===== config.mk =====
export PLATFORM = sky130hd
export DESIGN_NAME = ipm_positioner
export DESIGN_NICKNAME = d
export VERILOG_FILES = /design/src/shared/ipm_pkg.sv /design/src/logic/ipm_positioner.sv
export VERILOG_INCLUDE_DIRS = /design/src /design/src/shared
export SDC_FILE = /design/constraint.sdc
export NUM_CORES = 2
export LEC_CHECK = 0
export BUFFER_PORTS_ARGS = -buffer_cell sky130_fd_sc_hd__buf_4
export CAP_MARGIN = 20
export CORE_MARGIN = 4
export CORE_UTILIZATION = 45
export CTS_BUF_LIST = sky130_fd_sc_hd__clkbuf_8 sky130_fd_sc_hd__clkbuf_16
export CTS_CLUSTER_DIAMETER = 60
export DETAILED_ROUTE_END_ITERATION = 7
export GPL_ROUTABILITY_DRIVEN = 0
export SYNTH_ARGS = -nofsm -noshare
export SYNTH_HDL_FRONTEND = slang
export SYNTH_SLANG_ARGS = --single-unit
export TNS_END_PERCENT = 10

===== constraint.sdc =====
create_clock -name i_clk_sys -period 12.03 [get_ports i_clk_sys]
set_clock_uncertainty 0.1 [all_clocks]
set_input_delay 0.6015 -clock i_clk_sys [delete_from_list [all_inputs] [get_ports i_clk_sys]]
set_output_delay 0.6015 -clock i_clk_sys [all_outputs]
set_load 0.02 [all_outputs]

===== src/shared/ipm_consts.svh =====
`ifndef IPM_CONSTS_SVH
`define IPM_CONSTS_SVH

// ==========================================================
// register byte offsets
`define IPM_REG_DEG_STEP   8'h00
`define IPM_REG_USER_STEP  8'h04
`define IPM_REG_PULSE_STEP 8'h08
`define IPM_REG_STATUS     8'h0c
`define IPM_REG_SETTLE_WIN 8'h10
`define IPM_REG_SETTLE_TMR 8'h14
`define IPM_REG_USER_DIV   8'h18
`define IPM_REG_IN_POL     8'h1c
`define IPM_REG_DEBOUNCE   8'h20
`define IPM_REG_OUT_HOLD   8'h24
`define IPM_REG_OUT_LOGIC  8'h28
`define IPM_REG_DEG_POS    8'h2c
`define IPM_REG_USER_POS   8'h30
`define IPM_REG_PULSE_POS  8'h34
`define IPM_REG_PIN_LEVEL  8'h38
`define IPM_REG_RECOG      8'h3c
`define IPM_REG_IN_FUNC    8'h40
`define IPM_REG_OUT_FUNC   8'h44

// ==========================================================
// status bit positions
`define IPM_ST_BUSY       0
`define IPM_ST_SETTLED    1
`define IPM_ST_REJ_COND   2
`define IPM_ST_REJ_RANGE  3
`define IPM_ST_CONV       4

// ==========================================================
// ranges, scaling and reset values
`define IPM_DEG_MAX        33'd3600000
`define IPM_PULSE_MAX      33'd262144000
`define IPM_USER_MUL       64'd100
`define IPM_PULSES_PER_REV 32'd2621440
`define IPM_DEG_DEN        32'd225
`define IPM_DEG_SHIFT      14
`define IPM_DEG_REP_MUL    48'sd225
`define IPM_WIN_MAX        22'd2621439
`define IPM_WIN_RST        22'd400
`define IPM_TMR_MAX        17'd100000
`define IPM_TMR_RST        17'd0
`define IPM_QR_RST         24'd360

// ==========================================================
// timing: one tick is 0.1 ms
`define IPM_CLK_NS         10
`define IPM_TICK_NS        100000
`define IPM_TICK_CYC       (`IPM_TICK_NS / `IPM_CLK_NS)

`endif


===== src/shared/ipm_pkg.sv =====
package ipm_pkg;

    // ======================================================
    // positioning sequencer states, gray from IDLE through DIV to ISSUE
    typedef enum logic [1:0]
    {
        IPM_ST_IDLE    = 2'b00,
        IPM_ST_DIV     = 2'b01,
        IPM_ST_ISSUE   = 2'b11,
        IPM_ST_REFRESH = 2'b10
    } ipm_state_type;

    typedef enum logic [1:0]
    {
        IPM_CMD_DEG   = 2'b00,
        IPM_CMD_USER  = 2'b01,
        IPM_CMD_PULSE = 2'b10,
        IPM_CMD_NONE  = 2'b11
    } ipm_cmd_type;

endpackage


===== src/logic/ipm_positioner.sv =====
// Contract
// - degree step moves relative, hundredths of degree
// - degree argument within plus/minus 3 600 000
// - accept only with servo energised
// - accept only with no motion running
// - accept only without alarm or warning stop
// - accept only while halt_input inactive
// - degree position report tracks present position
// - settle window 0..2621439, resets to 400
// - settled only after window held settle time
// - pin level monitor shows raw pin states
// - recognition monitor after polarity, debounce, hold
// - input function monitor after polarity, debounce
// - output function monitor before hold and logic
// - user step divides revolution by user_divisions
// - user argument within user_divisions times 100
// - user position report in division units
// - pulse argument within plus/minus 262 144 000
// - pulse position report in feedback pulses
// - settle timer 0 to 10000.0 ms
`include "ipm_consts.svh"

module ipm_positioner
    import ipm_pkg::*;
#(
    parameter int N_IN = 8,
    parameter int N_OUT = 8,
    parameter int TICK_CYC = `IPM_TICK_CYC
)
(
    input wire logic i_clk_sys, // 100 MHz clock
    input wire logic i_rst, // sync reset, high
    input wire logic [7:0] i_addr, // register byte address
    input wire logic [31:0] i_wr_data, // write data
    input wire logic i_wr, // write strobe
    input wire logic i_rd, // read strobe
    output logic [31:0] o_rd_data, // read data, next cycle
    input wire logic i_servo_on, // servo energised
    input wire logic i_alarm_stop, // held by alarm/warning
    input wire logic i_jog_active, // jog in progress
    input wire logic i_home_active, // home return running
    input wire logic i_move_done, // servo finished a move
    input wire logic [31:0] i_fb_pos, // position, pulses
    input wire logic [31:0] i_pos_err, // position error
    input wire logic [N_IN-1:0] i_pin_in, // connector inputs
    input wire logic [N_OUT-1:0] i_out_func, // output functions
    output logic o_move_start, // one-cycle move pulse
    output logic [31:0] o_move_incr, // move size, pulses
    output logic o_cmd_reject, // one-cycle reject pulse
    output logic o_settled, // settled_output
    output logic [N_OUT-1:0] o_pin_out // connector outputs
);

    // ======================================================
    // elaboration checks
    // two low output bits are replaced by busy and settled
    if (N_IN < 1 || N_IN > 16 || N_OUT < 3 || N_OUT > 16)
    begin : g_bad_width
        $error("ipm_positioner: pin counts out of range");
    end
    if (TICK_CYC < 1 || TICK_CYC > 65535)
    begin : g_bad_tick
        $error("ipm_positioner: tick count out of range");
    end

    // ======================================================
    // declarations
    ipm_state_type state_q;
    ipm_cmd_type cmd_kind;
    logic [21:0] win_q;
    logic [16:0] tmr_q;
    logic [23:0] qr_q;
    logic [N_IN-1:0] pol_q;
    logic [15:0] dbt_q;
    logic [15:0] hold_q;
    logic [N_OUT-1:0] logic_q;
    logic busy_q;
    logic rej_cond_q;
    logic rej_range_q;
    logic settled_q;
    logic neg_q;
    logic [31:0] incr_q;
    logic [31:0] pos_q;
    logic [31:0] deg_pos_q;
    logic [31:0] user_pos_q;
    logic [15:0] tick_cnt_q;
    logic tick_q;
    logic [16:0] stab_cnt_q;
    logic [N_IN-1:0] in_rec;
    logic [N_OUT-1:0] out_func;
    logic [N_OUT-1:0] out_stab;
    logic [N_OUT-1:0] out_func_q;
    logic [55:0] dvd_q;
    logic [32:0] rem_q;
    logic [31:0] dvs_q;
    logic [5:0] div_cnt_q;
    logic div_run_q;
    logic div_done_q;
    logic [32:0] rem_n;
    logic [31:0] quo_s;
    logic cmd_wr;
    logic cond_ok;
    logic range_ok;
    logic cmd_ok;
    logic load_cmd;
    logic load_ref;
    logic [32:0] arg_ext;
    logic [32:0] mag_w;
    logic [32:0] pos_ext;
    logic [32:0] pos_mag;
    logic [32:0] err_ext;
    logic [32:0] err_mag;
    logic in_win;
    logic halt_in;
    logic signed [47:0] deg_prod;
    logic [31:0] rd_d;

    // ======================================================
    // command decode and acceptance
    always_comb
    begin
        case (i_addr)
            `IPM_REG_DEG_STEP: cmd_kind = IPM_CMD_DEG;
            `IPM_REG_USER_STEP: cmd_kind = IPM_CMD_USER;
            `IPM_REG_PULSE_STEP: cmd_kind = IPM_CMD_PULSE;
            default: cmd_kind = IPM_CMD_NONE;
        endcase
    end

    assign cmd_wr = i_wr && (cmd_kind != IPM_CMD_NONE);
    assign arg_ext = {i_wr_data[31], i_wr_data};
    assign mag_w = i_wr_data[31] ? 33'(~arg_ext + 33'd1) : arg_ext;
    assign halt_in = in_rec[0];

    assign cond_ok = i_servo_on
        && !i_alarm_stop
        && !halt_in
        && !busy_q && !i_jog_active && !i_home_active
        && (state_q == IPM_ST_IDLE || state_q == IPM_ST_REFRESH);

    always_comb
    begin
        case (cmd_kind)
            IPM_CMD_DEG: range_ok = mag_w <= `IPM_DEG_MAX;
            IPM_CMD_USER: range_ok = (qr_q != 24'd0)
                && ({31'd0, mag_w} <= 64'(qr_q) * `IPM_USER_MUL);
            IPM_CMD_PULSE: range_ok = mag_w <= `IPM_PULSE_MAX;
            default: range_ok = 1'b0;
        endcase
    end

    assign cmd_ok = cmd_wr && cond_ok && range_ok;
    assign load_cmd = cmd_ok && (cmd_kind != IPM_CMD_PULSE);
    assign load_ref = (state_q == IPM_ST_IDLE) && !cmd_wr
        && !div_run_q && (qr_q != 24'd0);

    // ======================================================
    // shared restoring divider for scale conversion
    assign pos_ext = {pos_q[31], pos_q};
    assign pos_mag = pos_q[31] ? 33'(~pos_ext + 33'd1) : pos_ext;
    assign rem_n = {rem_q[31:0], dvd_q[55]};
    assign quo_s = neg_q ? 32'(~dvd_q[31:0] + 32'd1) : dvd_q[31:0];

    always_ff @(posedge i_clk_sys)
    begin
        if (i_rst)
        begin
            dvd_q <= 56'h0;
            rem_q <= 33'h0;
            dvs_q <= 32'h1;
            div_cnt_q <= 6'h0;
            div_run_q <= 1'b0;
            div_done_q <= 1'b0;
        end
        else if (load_cmd)
        begin
            rem_q <= 33'h0;
            div_cnt_q <= 6'd55;
            div_run_q <= 1'b1;
            div_done_q <= 1'b0;
            if (cmd_kind == IPM_CMD_DEG)
            begin
                dvd_q <= {23'd0, mag_w} << `IPM_DEG_SHIFT;
                dvs_q <= `IPM_DEG_DEN;
            end
            else
            begin
                dvd_q <= {23'd0, mag_w} * 56'(`IPM_PULSES_PER_REV);
                dvs_q <= 32'(qr_q);
            end
        end
        else if (load_ref)
        begin
            rem_q <= 33'h0;
            div_cnt_q <= 6'd55;
            div_run_q <= 1'b1;
            div_done_q <= 1'b0;
            dvd_q <= {23'd0, pos_mag} * {32'd0, qr_q};
            dvs_q <= `IPM_PULSES_PER_REV;
        end
        else if (div_run_q)
        begin
            if (rem_n >= {1'b0, dvs_q})
            begin
                rem_q <= 33'(rem_n - {1'b0, dvs_q});
                dvd_q <= {dvd_q[54:0], 1'b1};
            end
            else
            begin
                rem_q <= rem_n;
                dvd_q <= {dvd_q[54:0], 1'b0};
            end
            div_cnt_q <= 6'(div_cnt_q - 6'd1);
            div_run_q <= div_cnt_q != 6'd0;
            div_done_q <= div_cnt_q == 6'd0;
        end
        else
        begin
            div_done_q <= 1'b0;
        end
    end

    // ======================================================
    // positioning sequencer
    always_ff @(posedge i_clk_sys)
    begin
        if (i_rst)
        begin
            state_q <= IPM_ST_IDLE;
            incr_q <= 32'h0;
            neg_q <= 1'b0;
            user_pos_q <= 32'h0;
        end
        else
        begin
            case (state_q)
                IPM_ST_IDLE, IPM_ST_REFRESH:
                begin
                    if (cmd_ok && cmd_kind == IPM_CMD_PULSE)
                    begin
                        incr_q <= i_wr_data;
                        state_q <= IPM_ST_ISSUE;
                    end
                    else if (load_cmd)
                    begin
                        neg_q <= i_wr_data[31];
                        state_q <= IPM_ST_DIV;
                    end
                    else if (load_ref)
                    begin
                        neg_q <= pos_q[31];
                        state_q <= IPM_ST_REFRESH;
                    end
                    else if (state_q == IPM_ST_REFRESH && div_done_q)
                    begin
                        user_pos_q <= quo_s;
                        state_q <= IPM_ST_IDLE;
                    end
                    else if (qr_q == 24'd0)
                    begin
                        user_pos_q <= 32'h0;
                        state_q <= IPM_ST_IDLE;
                    end
                end
                IPM_ST_DIV:
                begin
                    if (div_done_q)
                    begin
                        incr_q <= quo_s;
                        state_q <= IPM_ST_ISSUE;
                    end
                end
                IPM_ST_ISSUE:
                begin
                    state_q <= IPM_ST_IDLE;
                end
                default:
                begin
                    state_q <= IPM_ST_IDLE;
                end
            endcase
        end
    end

    // ======================================================
    // move issue, busy and reject status
    always_ff @(posedge i_clk_sys)
    begin
        if (i_rst)
        begin
            o_move_start <= 1'b0;
            o_move_incr <= 32'h0;
            busy_q <= 1'b0;
        end
        else
        begin
            o_move_start <= state_q == IPM_ST_ISSUE;
            if (state_q == IPM_ST_ISSUE)
            begin
                o_move_incr <= incr_q;
            end
            // start wins over a coincident completion
            busy_q <= (state_q == IPM_ST_ISSUE)
                || (busy_q && !i_move_done);
        end
    end

    always_ff @(posedge i_clk_sys)
    begin
        if (i_rst)
        begin
            o_cmd_reject <= 1'b0;
            rej_cond_q <= 1'b0;
            rej_range_q <= 1'b0;
        end
        else
        begin
            o_cmd_reject <= cmd_wr && !cmd_ok;
            if (cmd_wr)
            begin
                rej_cond_q <= !cond_ok;
                rej_range_q <= !range_ok;
            end
        end
    end

    // ======================================================
    // position reports
    assign deg_prod = 48'($signed(pos_q)) * `IPM_DEG_REP_MUL;

    always_ff @(posedge i_clk_sys)
    begin
        if (i_rst)
        begin
            pos_q <= 32'h0;
            deg_pos_q <= 32'h0;
        end
        else
        begin
            pos_q <= i_fb_pos;
            deg_pos_q <= deg_prod[`IPM_DEG_SHIFT +: 32];
        end
    end

    // ======================================================
    // 0.1 ms tick and in-position detection
    always_ff @(posedge i_clk_sys)
    begin
        if (i_rst || tick_cnt_q == 16'(TICK_CYC - 1))
        begin
            tick_cnt_q <= 16'h0;
            tick_q <= !i_rst;
        end
        else
        begin
            tick_cnt_q <= 16'(tick_cnt_q + 16'd1);
            tick_q <= 1'b0;
        end
    end

    assign err_ext = {i_pos_err[31], i_pos_err};
    assign err_mag = i_pos_err[31] ? 33'(~err_ext + 33'd1) : err_ext;
    assign in_win = err_mag <= {11'd0, win_q};

    always_ff @(posedge i_clk_sys)
    begin
        if (i_rst)
        begin
            stab_cnt_q <= 17'h0;
            settled_q <= 1'b0;
        end
        else
        begin
            if (!in_win)
            begin
                stab_cnt_q <= 17'h0;
            end
            else if (tick_q && stab_cnt_q < tmr_q)
            begin
                stab_cnt_q <= 17'(stab_cnt_q + 17'd1);
            end
            settled_q <= in_win && (stab_cnt_q >= tmr_q);
        end
    end

    assign o_settled = settled_q;

    // ======================================================
    // input conditioning: polarity, then debounce
    for (genvar gi = 0; gi < N_IN; gi++)
    begin : g_in
        logic stab_q;
        logic [15:0] cnt_q;
        logic raw;
        assign raw = i_pin_in[gi] ^ pol_q[gi];
        always_ff @(posedge i_clk_sys)
        begin
            if (i_rst || raw == stab_q)
            begin
                stab_q <= i_rst ? 1'b0 : stab_q;
                cnt_q <= 16'h0;
            end
            else if (cnt_q >= dbt_q)
            begin
                stab_q <= raw;
                cnt_q <= 16'h0;
            end
            else if (tick_q)
            begin
                cnt_q <= 16'(cnt_q + 16'd1);
            end
        end
        assign in_rec[gi] = stab_q;
    end

    // ======================================================
    // output conditioning: hold timer, then logic
    assign out_func = {i_out_func[N_OUT-1:2], busy_q, settled_q};

    for (genvar go = 0; go < N_OUT; go++)
    begin : g_out
        logic stab_q;
        logic [15:0] cnt_q;
        always_ff @(posedge i_clk_sys)
        begin
            if (i_rst || out_func[go] == stab_q)
            begin
                stab_q <= i_rst ? 1'b0 : stab_q;
                cnt_q <= 16'h0;
            end
            else if (cnt_q >= hold_q)
            begin
                stab_q <= out_func[go];
                cnt_q <= 16'h0;
            end
            else if (tick_q)
            begin
                cnt_q <= 16'(cnt_q + 16'd1);
            end
        end
        assign out_stab[go] = stab_q;
    end

    always_ff @(posedge i_clk_sys)
    begin
        if (i_rst)
        begin
            o_pin_out <= '0;
            out_func_q <= '0;
        end
        else
        begin
            o_pin_out <= out_stab ^ logic_q;
            out_func_q <= out_func;
        end
    end

    // ======================================================
    // settings registers
    always_ff @(posedge i_clk_sys)
    begin
        if (i_rst)
        begin
            win_q <= `IPM_WIN_RST;
            tmr_q <= `IPM_TMR_RST;
            qr_q <= `IPM_QR_RST;
            pol_q <= '0;
            dbt_q <= 16'h0;
            hold_q <= 16'h0;
            logic_q <= '0;
        end
        else if (i_wr)
        begin
            case (i_addr)
                `IPM_REG_SETTLE_WIN:
                    if (i_wr_data <= 32'(`IPM_WIN_MAX))
                        win_q <= i_wr_data[21:0];
                `IPM_REG_SETTLE_TMR:
                    if (i_wr_data <= 32'(`IPM_TMR_MAX))
                        tmr_q <= i_wr_data[16:0];
                `IPM_REG_USER_DIV: qr_q <= i_wr_data[23:0];
                `IPM_REG_IN_POL: pol_q <= i_wr_data[N_IN-1:0];
                `IPM_REG_DEBOUNCE: dbt_q <= i_wr_data[15:0];
                `IPM_REG_OUT_HOLD: hold_q <= i_wr_data[15:0];
                `IPM_REG_OUT_LOGIC: logic_q <= i_wr_data[N_OUT-1:0];
                default: ;
            endcase
        end
    end

    // ======================================================
    // read port
    always_comb
    begin
        rd_d = 32'h0;
        case (i_addr)
            `IPM_REG_STATUS:
            begin
                rd_d[`IPM_ST_BUSY] = busy_q;
                rd_d[`IPM_ST_SETTLED] = settled_q;
                rd_d[`IPM_ST_REJ_COND] = rej_cond_q;
                rd_d[`IPM_ST_REJ_RANGE] = rej_range_q;
                rd_d[`IPM_ST_CONV] = state_q == IPM_ST_DIV;
            end
            `IPM_REG_SETTLE_WIN: rd_d = 32'(win_q);
            `IPM_REG_SETTLE_TMR: rd_d = 32'(tmr_q);
            `IPM_REG_USER_DIV: rd_d = 32'(qr_q);
            `IPM_REG_IN_POL: rd_d = 32'(pol_q);
            `IPM_REG_DEBOUNCE: rd_d = 32'(dbt_q);
            `IPM_REG_OUT_HOLD: rd_d = 32'(hold_q);
            `IPM_REG_OUT_LOGIC: rd_d = 32'(logic_q);
            `IPM_REG_DEG_POS: rd_d = deg_pos_q;
            `IPM_REG_USER_POS: rd_d = user_pos_q;
            `IPM_REG_PULSE_POS: rd_d = pos_q;
            `IPM_REG_PIN_LEVEL:
                rd_d = {16'(o_pin_out), 16'(i_pin_in)};
            `IPM_REG_RECOG:
                rd_d = {16'(out_stab), 16'(in_rec)};
            `IPM_REG_IN_FUNC: rd_d = 32'(in_rec);
            `IPM_REG_OUT_FUNC: rd_d = 32'(out_func_q);
            default: rd_d = 32'h0;
        endcase
    end

    always_ff @(posedge i_clk_sys)
    begin
        if (i_rst || !i_rd)
        begin
            o_rd_data <= 32'h0;
        end
        else
        begin
            o_rd_data <= rd_d;
        end
    end
endmodule // ipm_positioner


==> metrics.txt <==
status=complete, no violations; initial DRC count=5020; EDFF count, synth=16; IO Pins=204; CP endpoint kind=register; drt pass-1 iters=6; Yosys top cell by area=fa_1; total negative slack=0 ns; Clock transition at path regs=0.06 ns; Worst Setup Path Type=register to register; Post-Synthesis Cells=8926; core region area=168000 µm²; DP Cell Count=11100; Worst-Margin Slew=1.19 ns; RR Startpoint=pos_q[7]$_SDFF_PP0_; Top cell by count, worst path=fa_1; CTS max path bufs=3; CTS tree=done; grt total ovfl=0; total power=9.94 mW; Starting Density=0.454; area of the multi-input gates=55200 µm²; post-DR wirelength/cell=23.2 µm; synthesized cell area=76100 µm²; area grow syn2layout=9.44%; post-synth top area share=0.199; min Tclk post-route=10.58 ns; Fillers=16100; PD cells=119 nW/µm²; full die area=176000 µm²; Root Driver=clkbuf_16; # nets final=10700; PortBufs=201; relative slew slack=0.203; syn avg cell area=8.52 µm²; RSZ-0062 raised after global routing=false; share of cells above drive strength 1=0.0728; crit start category=register; post-layout util=0.497; Primary FF master, synth=dfxtp_1; delay-heaviest family, CP=adder cells; top cells by area, synth=fa_1 20%, dfxtp_1 19%, ha_1 14%; dpl hpwl=199 mm; via count=64200; Tcrit/Tclk final=0.880; slowest stage delay, CP=0.70 ns; MaxCap Viol Count=0; number of global-route vias before repair=63600; Synth Warn #=0; CTS sink count=749; die width=419 µm; Unique masters post-synth=106; min-delay src=i_fb_pos[17]; CTS Buf Count=91; die height=419 µm; antenna violation net count after detailed routing=0; final std cells w/o fill=11200; peak supply drop=139 µV; Final Hold Violating Endpoints=0; Worst Path Arrival=11.09 ns; CP bufs+invs=7; Leak=36.8 nW; post-synthesis sequential area ratio=0.199; register area=15200 µm²; FF+latch count, synth=749; total wire length=261 mm; Worst Setup SP=pos_q[7]$_SDFF_PP0_; antenna violations before repair=6; # setup viols final=0; Max Fclk=94.5 MHz; Slew Viols, Final=0; first-pass GRT wire length=394 mm; crit-path max FO=13; Hold Crit Class=input port to register; GRT Util Overall=0.295; Post-Syn Nets=10600; Clock Latency Late Sink=0.71 ns; pin count of the biggest net entering global routing=77; drt via density=5.72; Max H-tree Level=3; Slowest-stage cell, CP=xnor2_2; # DRC=0; asr flop ratio synth=0; Critical Path RT=12.53 ns; Cell Rows=150
-- registers in the layout, indices dropped and copies added (netlist names), 27 cells and up --
name / flops
deg_pos_q: 27
dvd_q: 56
g_in.cnt_q: 128
g_out.cnt_q: 128
incr_q: 32
o_move_incr: 32
o_rd_data: 32
pos_q: 32
rem_q: 32
user_pos_q: 32
-- stage by stage --
| step | cell area (µm²) | hold WS (ns) | worst slack [ns] |
|---|---|---|---|
| after floorplan | 76100 | 0.330 | 2.53 |
| after global placement | 79900 | 0.342 | 1.63 |
| after detailed placement | 80000 | 0.347 | 1.54 |
| after CTS | 83200 | 0.000583 | 1.48 |
| after global routing | 83200 | 0.0497 | 0.906 |
| final | 83200 | 0.0412 | 1.45 |
-- synthesized netlist by cell type (all sizes together), types with 72 or more instances --
master and number:
nor3 154, fa 758, nor2 777, xnor2 278
mux2i 72, xor2 289, nand3 129, inv 1159
nor2b 108, a211oi 75, a21o 178, o21ai 216
nand4 154, ha 830, and2 285, a21oi 481
clkbuf 367, dfxtp 733, nand2 988
-- placed cells by master, fill, tap and decap left out, types with 21 or more instances in the layout --
cell,n
o21a_1,41
and3_1,57
nand3_1,127
o31ai_2,21
mux2i_1,72
a21o_1,178
and2_1,284
o31ai_1,28
xor2_1,288
nor2b_1,108
fa_1,758
a21oi_1,479
a31oi_1,39
a211oi_1,73
o41ai_1,21
or2_2,33
ha_1,830
o211ai_1,49
nand2_1,988
nor4_1,28
xnor2_2,22
dfxtp_1,729
buf_4,331
xnor2_1,254
inv_1,1165
o2bb2ai_1,34
nand4_1,153
and4_1,41
nand2b_1,46
or4_1,23
clkbuf_16,93
nor3_1,154
or3_1,26
a22oi_1,61
nor2_1,767
o21ai_0,209
a221oi_1,23
o21bai_1,22
-- routing by layer --
layer	wire length, µm	up-vias	share of wire	GRT usage
met4	21400	2	0.082	0.199
met2	116000	2524	0.45	0.469
met3	19900	708	0.076	0.0499
met5	13	-	0.000050	0
li1	-	29600	-	-
met1	103000	31400	0.40	0.368
-- timing repair --
item,CTS,global route
buffers inserted,0,0
hold endpoints to repair,13,0
hold buffers,13,0
gates resized for setup,0,0
-- worst register-to-register path: cells and delay by family, from the launching register on --
family,cells,cell delay (ns)
AOI/OAI and AO/OA,8,1.96
xor gates and xnor gates,2,0.87
adders and majority gates,9,4.08
buffers and inverters,7,1.07
DFF,1,0.42
and+or+nand+nor,7,2.01
-- final timing paths --
kind                                                     to  slack (ns)  cells after the start
worst min register to register  o_move_incr[8]$_SDFFE_PP0P_        0.34                      2
worst max register to register       dvd_q[54]$_SDFFE_PP0P_        1.45                     33
worst max-delay path                 dvd_q[54]$_SDFFE_PP0P_        1.45                     33
worst min-delay path                   pos_q[17]$_SDFF_PP0_        0.04                      2
-- cell families (layout without fill, tap and decap cells) --
logic type	after synthesis	after routing	share of synthesized area
mux	78	78	0.0104
buf+inv	1574	1676	0.0791
fa+ha+maj	1588	1588	0.336
xor+xnor	567	567	0.0654
flops	749	749	0.199
compound gates	1470	1470	0.130
other cells	1	4	0.0000493
simple gates	2899	2899	0.180
-- report_power, final --
group / internal [mW] / leakage [nW] / switching [mW]
clock: 1.63 / 1.56 / 1.16
sequential: 2.61 / 6.12 / 0.159
combinational: 1.55 / 29.1 / 2.82
-- final cells by class --
class,count,share of cell area
sequential,749,0.182
tap,2204,0.0331
inverter,1164,0.0525
antenna,3,0.0000902
clock inverter,50,0.00535
clock buffer,112,0.0311
multi-input combinational,6603,0.663
timing repair buffer,350,0.0331
Note: power is estimated with default switching activity, not from simulation.
